$ cat src/rtl/dsd_pkg.sv
package dsd_pkg;
    // register byte offsets on the control bus
    localparam logic [7:0]  OFS_STATUS_WORD = 8'h00;
    localparam logic [7:0]  OFS_ACC_HIGH    = 8'h04;
    localparam logic [7:0]  OFS_ACC_LOW     = 8'h08;
    localparam logic [7:0]  OFS_EVT_STATUS  = 8'h0c;
    localparam logic [7:0]  OFS_EVT_MASK    = 8'h10;
    localparam logic [7:0]  OFS_CYCLE_COUNT = 8'h14;
    localparam logic [7:0]  OFS_PC_VALUE    = 8'h18;

    // status word field positions, lsb upward
    localparam int          SW_TEST_BIT    = 0;
    localparam int          SW_SATURATE    = 1;
    localparam int          SW_REPEAT_ZERO = 2;
    localparam int          SW_REPEAT_ONE  = 3;
    localparam int          SW_IMASK_LSB   = 4;
    localparam int          SW_DIV_Q       = 8;
    localparam int          SW_DIV_M       = 9;
    localparam int          SW_X_MODULO    = 10;
    localparam int          SW_Y_MODULO    = 11;
    localparam int          SW_LOOP_LSB    = 16;
    localparam logic [31:0] SW_IMPL_MASK   = 32'h0fff0fff;
    localparam logic [31:0] SW_RESET       = 32'h000000f0;

    // event bits, shared by status and mask registers
    localparam int          EVT_ADDR_RD    = 0;
    localparam int          EVT_ADDR_WR    = 1;
    localparam int          EVT_ILL_SLOT   = 2;
    localparam int          EVT_ILL_INST   = 3;
    localparam int          EVT_WIDTH      = 4;

    // instruction encodings
    localparam logic [5:0]  DSP_PREFIX     = 6'h3e;
    localparam logic [3:0]  XY_PREFIX      = 4'hf;
    localparam logic [1:0]  XY_ONLY_SEL    = 2'h0;
    localparam logic [1:0]  SYS_GROUP      = 2'h3;
    localparam logic [1:0]  COND_ALWAYS    = 2'h1;
    localparam logic [1:0]  COND_TRUE      = 2'h2;
    localparam logic [1:0]  COND_FALSE     = 2'h3;
    localparam logic [15:0] ILLEGAL_CODE   = 16'hffff;
    localparam logic [31:0] PC_OFFSET      = 32'h00000004;
    localparam logic [31:0] TABLE_CYCLES   = 32'h00000001;

    // memory access sizes
    localparam logic [1:0]  SIZE_BYTE      = 2'h0;
    localparam logic [1:0]  SIZE_WORD      = 2'h1;
    localparam logic [1:0]  SIZE_LONG      = 2'h2;

    localparam logic [1:0]  RESP_OKAY      = 2'h0;
    localparam logic [1:0]  RESP_SLVERR    = 2'h2;

    typedef enum logic [0:0] {ST_IDLE, ST_WAIT} dsd_exec_type;
endpackage

$ cat src/rtl/dsd_decode.sv
`timescale 1ns/100ps
module dsd_decode (
    input  wire logic        clk_sys,
    input  wire logic        nrst,
    // instruction issue
    input  wire logic        instValid,
    output logic             instReady,
    input  wire logic [15:0] instWord1,
    input  wire logic [15:0] instWord2,
    input  wire logic [31:0] instAddr,
    input  wire logic        inDelaySlot,
    input  wire logic        branchClass,
    input  wire logic        dspConditionFlag,
    input  wire logic [31:0] dspDestData,
    input  wire logic        memWait,
    output logic             execDone,
    output logic [31:0]      pcValue,
    output logic             dspWrEn,
    output logic [3:0]       dspWrIdx,
    output logic [31:0]      dspWrData,
    output logic             xMoveEn,
    output logic             yMoveEn,
    output logic             illegalInst,
    output logic             illegalSlot,
    // data access checking
    input  wire logic        memReq,
    input  wire logic        memWrite,
    input  wire logic [1:0]  memSize,
    input  wire logic [31:0] memAddr,
    output logic             addrErrRead,
    output logic             addrErrWrite,
    output logic             irq,
    // register bus
    input  wire logic [7:0]  s_axi_awaddr,
    input  wire logic        s_axi_awvalid,
    output logic             s_axi_awready,
    input  wire logic [31:0] s_axi_wdata,
    input  wire logic [3:0]  s_axi_wstrb,
    input  wire logic        s_axi_wvalid,
    output logic             s_axi_wready,
    output logic [1:0]       s_axi_bresp,
    output logic             s_axi_bvalid,
    input  wire logic        s_axi_bready,
    input  wire logic [7:0]  s_axi_araddr,
    input  wire logic        s_axi_arvalid,
    output logic             s_axi_arready,
    output logic [31:0]      s_axi_rdata,
    output logic [1:0]       s_axi_rresp,
    output logic             s_axi_rvalid,
    input  wire logic        s_axi_rready
);

    typedef struct packed {
        dsd_pkg::dsd_exec_type          exec;
        logic                           instReady;
        logic                           execDone;
        logic [31:0]                    pcValue;
        logic [31:0]                    accHigh;
        logic [31:0]                    accLow;
        logic [31:0]                    statusWord;
        logic [31:0]                    cycleCount;
        logic [dsd_pkg::EVT_WIDTH-1:0]  evtStatus;
        logic [dsd_pkg::EVT_WIDTH-1:0]  evtMask;
        logic                           dspWrEn;
        logic [3:0]                     dspWrIdx;
        logic [31:0]                    dspWrData;
        logic                           xMoveEn;
        logic                           yMoveEn;
        logic                           illegalInst;
        logic                           illegalSlot;
        logic                           addrErrRead;
        logic                           addrErrWrite;
        logic                           irq;
        logic [7:0]                     awAddr;
        logic                           awHave;
        logic [31:0]                    wData;
        logic [3:0]                     wStrb;
        logic                           wHave;
        logic                           awReady;
        logic                           wReady;
        logic                           bValid;
        logic [1:0]                     bResp;
        logic                           arReady;
        logic                           rValid;
        logic [31:0]                    rData;
        logic [1:0]                     rResp;
    } dsd_state_type;

    dsd_state_type r_q;
    dsd_state_type r_d;

    // byte-lane merge for partial writes
    function automatic logic [31:0] mergeStrobe(input logic [31:0] old,
                                                input logic [31:0] val,
                                                input logic [3:0]  strb);
        logic [31:0] res;
        res = old;
        for (int i = 0; i < 4; i++) begin
            if (strb[i]) begin
                res[i*8 +: 8] = val[i*8 +: 8];
            end
        end
        return res;
    endfunction

    // decode terms, all combinational from the issue port, the data access port, the registered instReady and the write-channel state
    logic        accept;
    logic        isDsp;
    logic        isSys;
    logic        sysLoad;
    logic        sysLow;
    logic [1:0]  sysCond;
    logic        sysWellFormed;
    logic        condPass;
    logic        isXyWord;
    logic        misalign;
    logic        swWrite;

    assign accept        = instValid && r_q.instReady;
    assign isDsp         = instWord1[15:10] == dsd_pkg::DSP_PREFIX;
    assign isSys         = isDsp && instWord2[15:14] == dsd_pkg::SYS_GROUP
                           && instWord2[11:10] == dsd_pkg::SYS_GROUP;
    assign sysLoad       = instWord2[13];
    assign sysLow        = instWord2[12];
    assign sysCond       = instWord2[9:8];
    assign sysWellFormed = isSys && sysCond != 2'h0 && instWord2[7:4] == 4'h0;
    // the condition flag is only read here, never written
    assign condPass      = (sysCond == dsd_pkg::COND_ALWAYS)
                           || (sysCond == dsd_pkg::COND_TRUE && dspConditionFlag)
                           || (sysCond == dsd_pkg::COND_FALSE && !dspConditionFlag);
    // one field position serves both the dsp and the transfer-only forms
    assign isXyWord      = instWord1[15:12] == dsd_pkg::XY_PREFIX
                           && (isDsp || instWord1[11:10] == dsd_pkg::XY_ONLY_SEL);
    assign misalign      = (memSize == dsd_pkg::SIZE_WORD && memAddr[0])
                           || (memSize == dsd_pkg::SIZE_LONG && memAddr[1:0] != 2'h0);
    assign swWrite       = r_q.awHave && r_q.wHave && !r_q.bValid;

    // next state: execution, event capture and bus slave
    always_comb begin
        logic [dsd_pkg::EVT_WIDTH-1:0] evtSet;
        logic [dsd_pkg::EVT_WIDTH-1:0] evtClr;
        logic                          mapped;
        evtSet = '0;
        evtClr = '0;
        mapped = 1'b0;
        r_d = r_q;
        r_d.execDone     = 1'b0;
        r_d.dspWrEn      = 1'b0;
        r_d.illegalInst  = 1'b0;
        r_d.illegalSlot  = 1'b0;
        r_d.addrErrRead  = 1'b0;
        r_d.addrErrWrite = 1'b0;
        // execution sequencing; waits delay the done pulse and hold instReady low
        case (r_q.exec)
            dsd_pkg::ST_IDLE: begin
                if (accept) begin
                    r_d.cycleCount = r_q.cycleCount + dsd_pkg::TABLE_CYCLES;
                    if (memWait) begin
                        r_d.exec      = dsd_pkg::ST_WAIT;
                        r_d.instReady = 1'b0;
                    end else begin
                        r_d.execDone = 1'b1;
                    end
                end
            end
            dsd_pkg::ST_WAIT: begin
                if (!memWait) begin
                    r_d.exec      = dsd_pkg::ST_IDLE;
                    r_d.instReady = 1'b1;
                    r_d.execDone  = 1'b1;
                end
            end
            default: begin
                r_d.exec      = dsd_pkg::ST_IDLE;
                r_d.instReady = 1'b1;
            end
        endcase

        // software side of the register file, taken before instruction effects
        if (swWrite) begin
            r_d.bValid = 1'b1;
            r_d.bResp  = dsd_pkg::RESP_OKAY;
            r_d.awHave = 1'b0;
            r_d.wHave  = 1'b0;
            case (r_q.awAddr)
                dsd_pkg::OFS_STATUS_WORD:
                    r_d.statusWord = mergeStrobe(r_q.statusWord, r_q.wData, r_q.wStrb)
                                     & dsd_pkg::SW_IMPL_MASK;
                dsd_pkg::OFS_ACC_HIGH:
                    r_d.accHigh = mergeStrobe(r_q.accHigh, r_q.wData, r_q.wStrb);
                dsd_pkg::OFS_ACC_LOW:
                    r_d.accLow = mergeStrobe(r_q.accLow, r_q.wData, r_q.wStrb);
                dsd_pkg::OFS_EVT_STATUS:
                    evtClr = r_q.wStrb[0] ? r_q.wData[dsd_pkg::EVT_WIDTH-1:0] : '0;
                dsd_pkg::OFS_EVT_MASK:
                    r_d.evtMask = r_q.wStrb[0] ? r_q.wData[dsd_pkg::EVT_WIDTH-1:0] : r_q.evtMask;
                dsd_pkg::OFS_CYCLE_COUNT, dsd_pkg::OFS_PC_VALUE:
                    r_d.bResp = dsd_pkg::RESP_OKAY; // read-only, write ignored
                default:
                    r_d.bResp = dsd_pkg::RESP_SLVERR;
            endcase
        end

        // instruction effects override a same-cycle software write
        if (accept) begin
            r_d.pcValue = instAddr + dsd_pkg::PC_OFFSET;
            r_d.xMoveEn = isXyWord && instWord1[7:6] != 2'h0;
            r_d.yMoveEn = isXyWord && instWord1[5:4] != 2'h0;
            if (inDelaySlot && (branchClass || instWord1 == dsd_pkg::ILLEGAL_CODE)) begin
                r_d.illegalSlot = 1'b1;
                evtSet[dsd_pkg::EVT_ILL_SLOT] = 1'b1;
            end else if (instWord1 == dsd_pkg::ILLEGAL_CODE || (isSys && !sysWellFormed)) begin
                r_d.illegalInst = 1'b1;
                evtSet[dsd_pkg::EVT_ILL_INST] = 1'b1;
            end else if (sysWellFormed && condPass) begin
                // a failed condition falls through with nothing touched
                if (sysLoad && !sysLow) begin
                    r_d.accHigh = dspDestData;
                end else if (sysLoad) begin
                    r_d.accLow = dspDestData;
                end else begin
                    r_d.dspWrEn   = 1'b1;
                    r_d.dspWrIdx  = instWord2[3:0];
                    r_d.dspWrData = sysLow ? r_q.accLow : r_q.accHigh;
                end
            end
        end

        // alignment check on every data access
        if (memReq && misalign) begin
            if (memWrite) begin
                r_d.addrErrWrite = 1'b1;
                evtSet[dsd_pkg::EVT_ADDR_WR] = 1'b1;
            end else begin
                r_d.addrErrRead = 1'b1;
                evtSet[dsd_pkg::EVT_ADDR_RD] = 1'b1;
            end
        end

        // set wins over a write-one-to-clear in the same cycle
        r_d.evtStatus = (r_q.evtStatus & ~evtClr) | evtSet;
        r_d.irq       = |(r_d.evtStatus & r_d.evtMask);

        // write channels accepted independently, one write in flight
        r_d.awReady = !r_d.awHave && !r_d.bValid;
        r_d.wReady  = !r_d.wHave && !r_d.bValid;
        if (s_axi_awvalid && r_q.awReady) begin
            r_d.awAddr  = s_axi_awaddr;
            r_d.awHave  = 1'b1;
            r_d.awReady = 1'b0;
        end
        if (s_axi_wvalid && r_q.wReady) begin
            r_d.wData  = s_axi_wdata;
            r_d.wStrb  = s_axi_wstrb;
            r_d.wHave  = 1'b1;
            r_d.wReady = 1'b0;
        end
        if (r_q.bValid && s_axi_bready) begin
            r_d.bValid  = 1'b0;
            r_d.awReady = !r_q.awHave;
            r_d.wReady  = !r_q.wHave;
        end

        // read channel: answer one cycle after the address is taken
        if (s_axi_arvalid && r_q.arReady) begin
            r_d.arReady = 1'b0;
            r_d.rValid  = 1'b1;
            r_d.rResp   = dsd_pkg::RESP_OKAY;
            mapped      = 1'b1;
            case (s_axi_araddr)
                dsd_pkg::OFS_STATUS_WORD: r_d.rData = r_q.statusWord & dsd_pkg::SW_IMPL_MASK;
                dsd_pkg::OFS_ACC_HIGH:    r_d.rData = r_q.accHigh;
                dsd_pkg::OFS_ACC_LOW:     r_d.rData = r_q.accLow;
                dsd_pkg::OFS_EVT_STATUS:  r_d.rData = {28'h0000000, r_q.evtStatus};
                dsd_pkg::OFS_EVT_MASK:    r_d.rData = {28'h0000000, r_q.evtMask};
                dsd_pkg::OFS_CYCLE_COUNT: r_d.rData = r_q.cycleCount;
                dsd_pkg::OFS_PC_VALUE:    r_d.rData = r_q.pcValue;
                default:                  mapped    = 1'b0;
            endcase
            if (!mapped) begin
                r_d.rData = 32'h00000000;
                r_d.rResp = dsd_pkg::RESP_SLVERR;
            end
        end
        if (r_q.rValid && s_axi_rready) begin
            r_d.rValid  = 1'b0;
            r_d.arReady = 1'b1;
        end
    end
    // single state register, synchronous active-low reset
    always_ff @(posedge clk_sys) begin
        if (!nrst) begin
            r_q            <= '0;
            r_q.exec       <= dsd_pkg::ST_IDLE;
            r_q.instReady  <= 1'b1;
            r_q.statusWord <= dsd_pkg::SW_RESET;
            r_q.awReady    <= 1'b1;
            r_q.wReady     <= 1'b1;
            r_q.arReady    <= 1'b1;
        end else begin
            r_q <= r_d;
        end
    end

    assign instReady     = r_q.instReady;
    assign execDone      = r_q.execDone;
    assign pcValue       = r_q.pcValue;
    assign dspWrEn       = r_q.dspWrEn;
    assign dspWrIdx      = r_q.dspWrIdx;
    assign dspWrData     = r_q.dspWrData;
    assign xMoveEn       = r_q.xMoveEn;
    assign yMoveEn       = r_q.yMoveEn;
    assign illegalInst   = r_q.illegalInst;
    assign illegalSlot   = r_q.illegalSlot;
    assign addrErrRead   = r_q.addrErrRead;
    assign addrErrWrite  = r_q.addrErrWrite;
    assign irq           = r_q.irq;
    assign s_axi_awready = r_q.awReady;
    assign s_axi_wready  = r_q.wReady;
    assign s_axi_bvalid  = r_q.bValid;
    assign s_axi_bresp   = r_q.bResp;
    assign s_axi_arready = r_q.arReady;
    assign s_axi_rvalid  = r_q.rValid;
    assign s_axi_rdata   = r_q.rData;
    assign s_axi_rresp   = r_q.rResp;
endmodule // dsd_decode

$ cat config.mk
export PLATFORM = sky130hd
export DESIGN_NAME = dsd_decode
export DESIGN_NICKNAME = d
export VERILOG_FILES = /design/src/rtl/dsd_pkg.sv /design/src/rtl/dsd_decode.sv
export SDC_FILE = /design/constraint.sdc
export NUM_CORES = 1
export LEC_CHECK = 0
export ABC_AREA = 1
export BUFFER_PORTS_ARGS = -buffer_cell sky130_fd_sc_hd__buf_2
export CAP_MARGIN = 10
export CORE_MARGIN = 1.5
export CORE_UTILIZATION = 55
export CTS_BUF_LIST = sky130_fd_sc_hd__clkbuf_4 sky130_fd_sc_hd__clkbuf_8
export DETAILED_ROUTE_END_ITERATION = 8
export PLACE_DENSITY = 0.88
export SLEW_MARGIN = 40
export SYNTH_ARGS = -nofsm -noshare
export SYNTH_HDL_FRONTEND = slang
export SYNTH_SLANG_ARGS = --single-unit
$ cat constraint.sdc
create_clock -name clk_sys -period 4.2 [get_ports clk_sys]
set_input_delay 0.63 -clock clk_sys [delete_from_list [all_inputs] [get_ports clk_sys]]
set_output_delay 0.63 -clock clk_sys [all_outputs]
set_load 0.02 [all_outputs]
==> metrics.cfg, run 1 <==
[run_status]
status=complete, no violations

[power_and_ir_drop]
p_switching_w=0.001764
seq_power_share_pct=43.9
power_density_nw_per_um2=373.5
p_clk_share_pct=46.3
vdd_drop_max_mv=0.3584
power.share.combinational_pct=9.8
internal_power_w=0.004942
switching_share_pct=26.30
p_leak_nw=8.678

[cells_and_area]
area_delta_synth_final_pct=12.01
layout-drive-gt1-share_pct=17.78
instances_no_fill=3040
final_nets=2818
stdcell_area_um2=17950
multiInputGateArea_um2=7805
n_fill_cell=2627
seq_area_um2=5846

[setup_path]
arrival_ns=3.33
critPathLaunch=instReady
cpMostUsedCell=nand2_1
worstPathRequired_ns=4.73
r2r-start=instReady
crit_fanout=49
criticalPathCategory=flop to flop
cp_cell_sequence=nand2_4, inv_4, nand4_4, nor2_8, nand3b_2, buf_4, nand2_1, nand2_1, nor2_1
startpoint_type=flop
cp-end-kind=flop
slowest_stage=inv_4
slowest_delay_ns=0.46

[synth]
ys.flop_type=dfxtp_1
async_flop_share_pct=0
yosys-top-cells-area=dfxtp_1 36%, nand2_1 15%, nor2_1 8.2%, inv_1 6.3%, o21ai_0 5.7%
synth.distinct_cells=53
yosysWarnings=0
ys_ff_latch=292
yosysTopAreaCellShare_pct=36.47
synth_edf_count=0
synth_cells=2480
seq_area_frac_synth_pct=36.47
synth_area_leader_cell=dfxtp_1
avgSynthCellArea_um2=6.462
synth_area_um2=16030

[sta]
drv_slew=0
rsz0062_at_grt=false
slew_headroom_pct=42.03
clock.fmax_ghz=0.3581
fin_tns_setup_ns=0
finalCriticalPeriod_ns=2.793
tightest_slew_ns=0.8685
clock_skew_ns=0.03065
hold_viol_final=0
post-route-period-util_pct=66.49
setup_violations=0

[routing]
vias=16370
vias_per_cell=5.385
drt_iter0_drc=1662
drt_pass1_iterations=6
drc=0
routed_wl_mm=49.05
ant_nets=0
wire_per_inst_um=16.13

[floorplan]
num_rows=62
die_area_um2=30170
die_y_um=173.7
core_um2=28700
ios=315
start_util_pct=55.84
die_w_um=173.7

[clock_network]
cts_tree=done
cts_root_buf=clkbuf_8
ctsHoldBuffers=0
htree_levels=2
ctsResizeCount=0
clkTransAtPathRegs_ns=0.06
clock_path_buffers=3
cts_sinks=292
postCtsSetupBuffers=0
cts_inserted_buffers=50
clk_latency_ns=0.61

[placement]
dpl.hpwl_mm=35.13
gp_congestion=0.9565
io_buffers=282
dp_cells=2950
dpl-instance-area_um2=16720

[global_routing]
grt_usage_pct=31.43
antenna_found_initial=2
grt_remaining_overflow=0
grt_pass1_wl_mm=76.57
grt_pass1_vias=15310
grt_max_degree=146

[hold_path]
hold_class=primary input to flop
min_from=memWait

[run]
drv_cap=0

==> power groups by stage <==
| stage | Sequential, W | Clock, W | Combinational [W] |
|---|---|---|---|
| CTS | 0.00294 | 0.00311 | 0.000647 |
| finish | 0.00295 | 0.00310 | 0.000655 |
| detailed placement | 0.00300 | 0 | 0.000643 |
| global route | 0.00295 | 0.00325 | 0.000713 |
| floorplan | 0.00299 | 0 | 0.000440 |
| global placement | 0.00300 | 0 | 0.000626 |
==> synth_stat cells, drive strengths merged (6+ instances only) <==
cell type  number
nor3           27
xor2           10
o211ai          6
nand2         674
dfxtp         292
nand3         148
o21ai         231
inv           281
nand3b          6
a21oi         157
nand4          15
nor2          380
xnor2           8
clkbuf         40
buf           170
o22ai           6
==> flip-flops by register name (all words and copies together), names as in the netlist, 4 cells and up <==
register / count
r_q: 175
dspWrData: 32
pcValue: 32
s_axi_rdata: 32
dspWrIdx: 4
==> per-stage QoR <==
step | setup WS, ns | power [W] | hold slack, ns | util (%)
after global routing | 1.226 | 0.006913 | 0.2288 | 62.55
after detailed placement | 1.123 | 0.003645 | 0.4486 | 58.24
after floorplan | 2.394 | 0.003426 | 0.4297 | -
after global placement | 1.250 | 0.003624 | 0.4466 | 58.22
after CTS | 1.431 | 0.006703 | 0.2295 | 62.43
final | 1.407 | 0.006706 | 0.2403 | 62.55
==> routing by layer <==
metal	global-route usage, %	wire, um	share of wire, %
met5	0	14	0.029
met4	16.38	2548	5.2
met3	5.373	4070	8.3
met2	52.88	22920	47
met1	38.59	19490	40
==> cells by family after synthesis <==
| logic type | Yosys count | share of synthesized area (%) |
|---|---|---|
| compound gates | 419 | 13.56 |
| other cells | 1 | 0.02340 |
| buf+inv | 491 | 14.90 |
| mux | 2 | 0.1405 |
| flops | 292 | 36.47 |
| simple gates | 1255 | 33.77 |
| fa+ha+maj | 2 | 0.1561 |
| xor+xnor | 18 | 0.9837 |
==> critical path, delay by kind of cell, from the launching register on <==
family                 cells  cell delay, ns
buffers and inverters      2            0.92
and+or+nand+nor            7            1.32
DFF                        1            0.45
==> cells in the final DEF (no fill, tap or decap), types with 4 or more instances in the layout <==
| cell type | synthesis | final |
|---|---|---|
| a21oi_1 | 157 | 157 |
| a22oi_1 | 5 | 5 |
| a31oi_1 | 4 | 4 |
| buf_2 | 34 | 281 |
| buf_4 | 111 | 12 |
| bufinv_16 | 0 | 8 |
| clkbuf_4 | 0 | 11 |
| clkbuf_8 | 0 | 59 |
| clkinv_2 | 0 | 7 |
| dfxtp_1 | 292 | 292 |
| inv_1 | 267 | 267 |
| inv_2 | 13 | 13 |
| nand2_1 | 656 | 655 |
| nand2_2 | 7 | 8 |
| nand2_4 | 11 | 11 |
| nand3_1 | 140 | 140 |
| nand3_2 | 5 | 5 |
| nand3b_1 | 5 | 5 |
| nand4_1 | 13 | 13 |
| nor2_1 | 351 | 351 |
| nor2_2 | 16 | 16 |
| nor2_4 | 10 | 10 |
| nor3_1 | 20 | 19 |
| nor3_2 | 6 | 7 |
| o211ai_1 | 6 | 6 |
| o21ai_0 | 182 | 182 |
| o21ai_1 | 49 | 49 |
| o22ai_1 | 6 | 6 |
| xnor2_1 | 8 | 8 |
| xor2_1 | 10 | 10 |
==> layout make-up <==
cell class	count	share of cell area (%)
clock buffer	70	4.983
multi-input combinational	1698	43.48
sequential	292	32.56
antenna	1	0.01394
tap	384	2.676
clock inverter	17	1.715
inverter	281	5.889
timing repair buffer	297	8.684
==> path summary, 6_finish.rpt <==
path	to	slack [ns]	cells after the start
setup reg to reg	r_q[221]	1.41	9
setup / recovery	r_q[221]	1.41	9
hold reg to reg	r_q[173]	0.46	2
hold / removal	execDone	0.24	2
Power figures use the tool's default switching activity.
==> run 2: changes to the inputs <==
Settings changed: CORE_UTILIZATION 55 to 52, PLACE_DENSITY 0.88 to 0.87.
Clock period 4.2 ns to 2.26 ns, I/O delays scaled along.
==> run 2 against run 1 <==
Net effect:
- via count rose by 1.0%
- clock skew fell by 0.00057 ns
- total power rose by 80%
- final cell count rose by 2.7%
==> metrics.cfg, run 2 (same netlist as run 1, synthesis figures left out) <==
[global_routing]
busiest_layer=met2
grt_max_degree=90
grtUsageMet1_pct=38.47
grt_pass1_wl_mm=76.79
antenna_found_initial=0
grt.met3_usage_pct=5.136
grt_pass1_vias=15320
grt_usage_pct=30.65
grtUsageMet2_pct=50.21
grt_remaining_overflow=0

[setup_path]
startpoint_type=flop
r2r-start=instReady
worstPathRequired_ns=2.74
criticalPathCategory=flop to flop
r2r_slack_ns=0.24
arrival_ns=2.49
cp-endpoint=r_q[264]
cp-end-kind=flop
ff2ff_path_depth=9
critPathLaunch=instReady
reg2reg_to=r_q[264]
crit_fanout=47

[clock_network]
clock_path_buffers=3
cts_sinks=292
cts_tree=done
clk_latency_ns=0.60
clkTransAtPathRegs_ns=0.06
postCtsSetupBuffers=0
ctsResizeCount=0
cts_root_buf=clkbuf_8
htree_levels=2
cts_inserted_buffers=51

[cells_and_area]
n_fill_cell=2719
area_delta_synth_final_pct=15.61
final_core_util_pct=60.89
final_nets=2883
layout-drive-gt1-share_pct=18.64
seq_area_um2=5846
layout_commonest_cell=nand2_1
max_flop_register=r_q
layout_common_cells=655 x nand2_1, 351 x nor2_1, 292 x dfxtp_1, 281 x buf_2, 267 x inv_1
largest_reg_flops=175
multiInputGateArea_um2=7800
instances_no_fill=3122

[sta]
rsz0062_at_grt=false
clock_skew_ns=0.03007
tightest_slew_ns=0.5661
slew_headroom_pct=61.97
finalCriticalPeriod_ns=2.017
clock.fmax_ghz=0.4958
drv_slew=0
setup_violations=0
hold_viol_final=0
post-route-period-util_pct=89.25
fin_tns_setup_ns=0
hold_ws_ns=0.008005

[routing]
vias_per_cell=5.298
vias=16540
ant_nets=0
drc=0
drt_pass1_iterations=6
drt_iter0_drc=1643
routed_wl_mm=50.18
wire_per_inst_um=16.07

[floorplan]
die_y_um=178.6
ios=315
num_rows=64
start_util_pct=52.67
die_area_um2=31880
core_um2=30430
die_w_um=178.6

[placement]
io_buffers=282
gp_congestion=0.9204
dp_cells=2995
dpl.hpwl_mm=36.08

[hold_path]
hold_class=primary input to flop

[power_and_ir_drop]
vdd_drop_max_mv=0.4706
power_w=0.01206
p_leak_nw=8.973
power_density_nw_per_um2=651.0

[run_status]
status=complete, no violations

[run]
drv_cap=0

## run 2: cell types whose count changed in the layout (fill, tap and decap cells not counted), moves of 4 or more
| cell | delta |
|---|---|
| buf_4 | +25 |
| bufinv_16 | -7 |
| clkinv_2 | -5 |
| dlygate4sd3_1 | +33 |
| clkbuf_8 | +4 |
| clkbuf_4 | +14 |
| buf_12 | +7 |
## run 2: metrics by stage
stage	area (um2)	worst slack, ns
after floorplan	16030	0.6594
after global placement	17070	0.1944
after detailed placement	17070	0.1333
after CTS	18530	0.2354
after global routing	18530	0.04147
final	18530	0.2430
## run 2: what timing repair did
| action | in CTS | in global routing |
|---|---|---|
| endpoints found under the hold margin | 52 | 0 |
| hold buffers | 33 | 0 |
| endpoints found under the setup margin | 0 | 0 |
## run 2: cell type report
type / instances / share of cell area (%)
inverter: 281 / 5.706
sequential: 292 / 31.55
clock buffer: 88 / 5.692
multi-input combinational: 1698 / 42.10
antenna: 1 / 0.01351
tap: 396 / 2.674
timing repair buffer: 361 / 11.90
clock inverter: 5 / 0.3646
## run 2: worst min path at each step
stage                               from  cells after the start             end  slack [ns]
after CTS                   instWord2[1]                      3     dspWrIdx[1]       0.001
after detailed placement  s_axi_rdata[3]                      2  s_axi_rdata[3]        0.45
final                       instWord2[2]                      3     dspWrIdx[2]       0.008
after global routing        instWord2[2]                      3     dspWrIdx[2]        0.01
after global placement          r_q[171]                      2        r_q[171]        0.45
after floorplan                  memWait                      1        execDone        0.41
## run 2: worst max-delay path: stages (launching register included)
cell and delay [ns]:
dfxtp_1 0.43, nand2_4 0.09, inv_4 0.09, buf_4 0.41, nand2_1 0.12, nor3_2 0.20, nand3_2 0.07, buf_4 0.25
nor2_1 0.15, nor2_1 0.05
## run 2: metal layers
metal / up-vias / wire length (um)
met5: - / 0
met4: 0 / 2501
met3: 180 / 4385
met2: 846 / 23130
met1: 7383 / 20170
li1: 8130 / -
## run 2: where the power goes
| part | internal (W) | leakage [nW] | total [W] | switching (W) |
|---|---|---|---|---|
| Combinational | 0.000440 | 5.99 | 0.00130 | 0.000856 |
| Clock | 0.00304 | 0.603 | 0.00529 | 0.00225 |
| Sequential | 0.00533 | 2.38 | 0.00547 | 0.000142 |
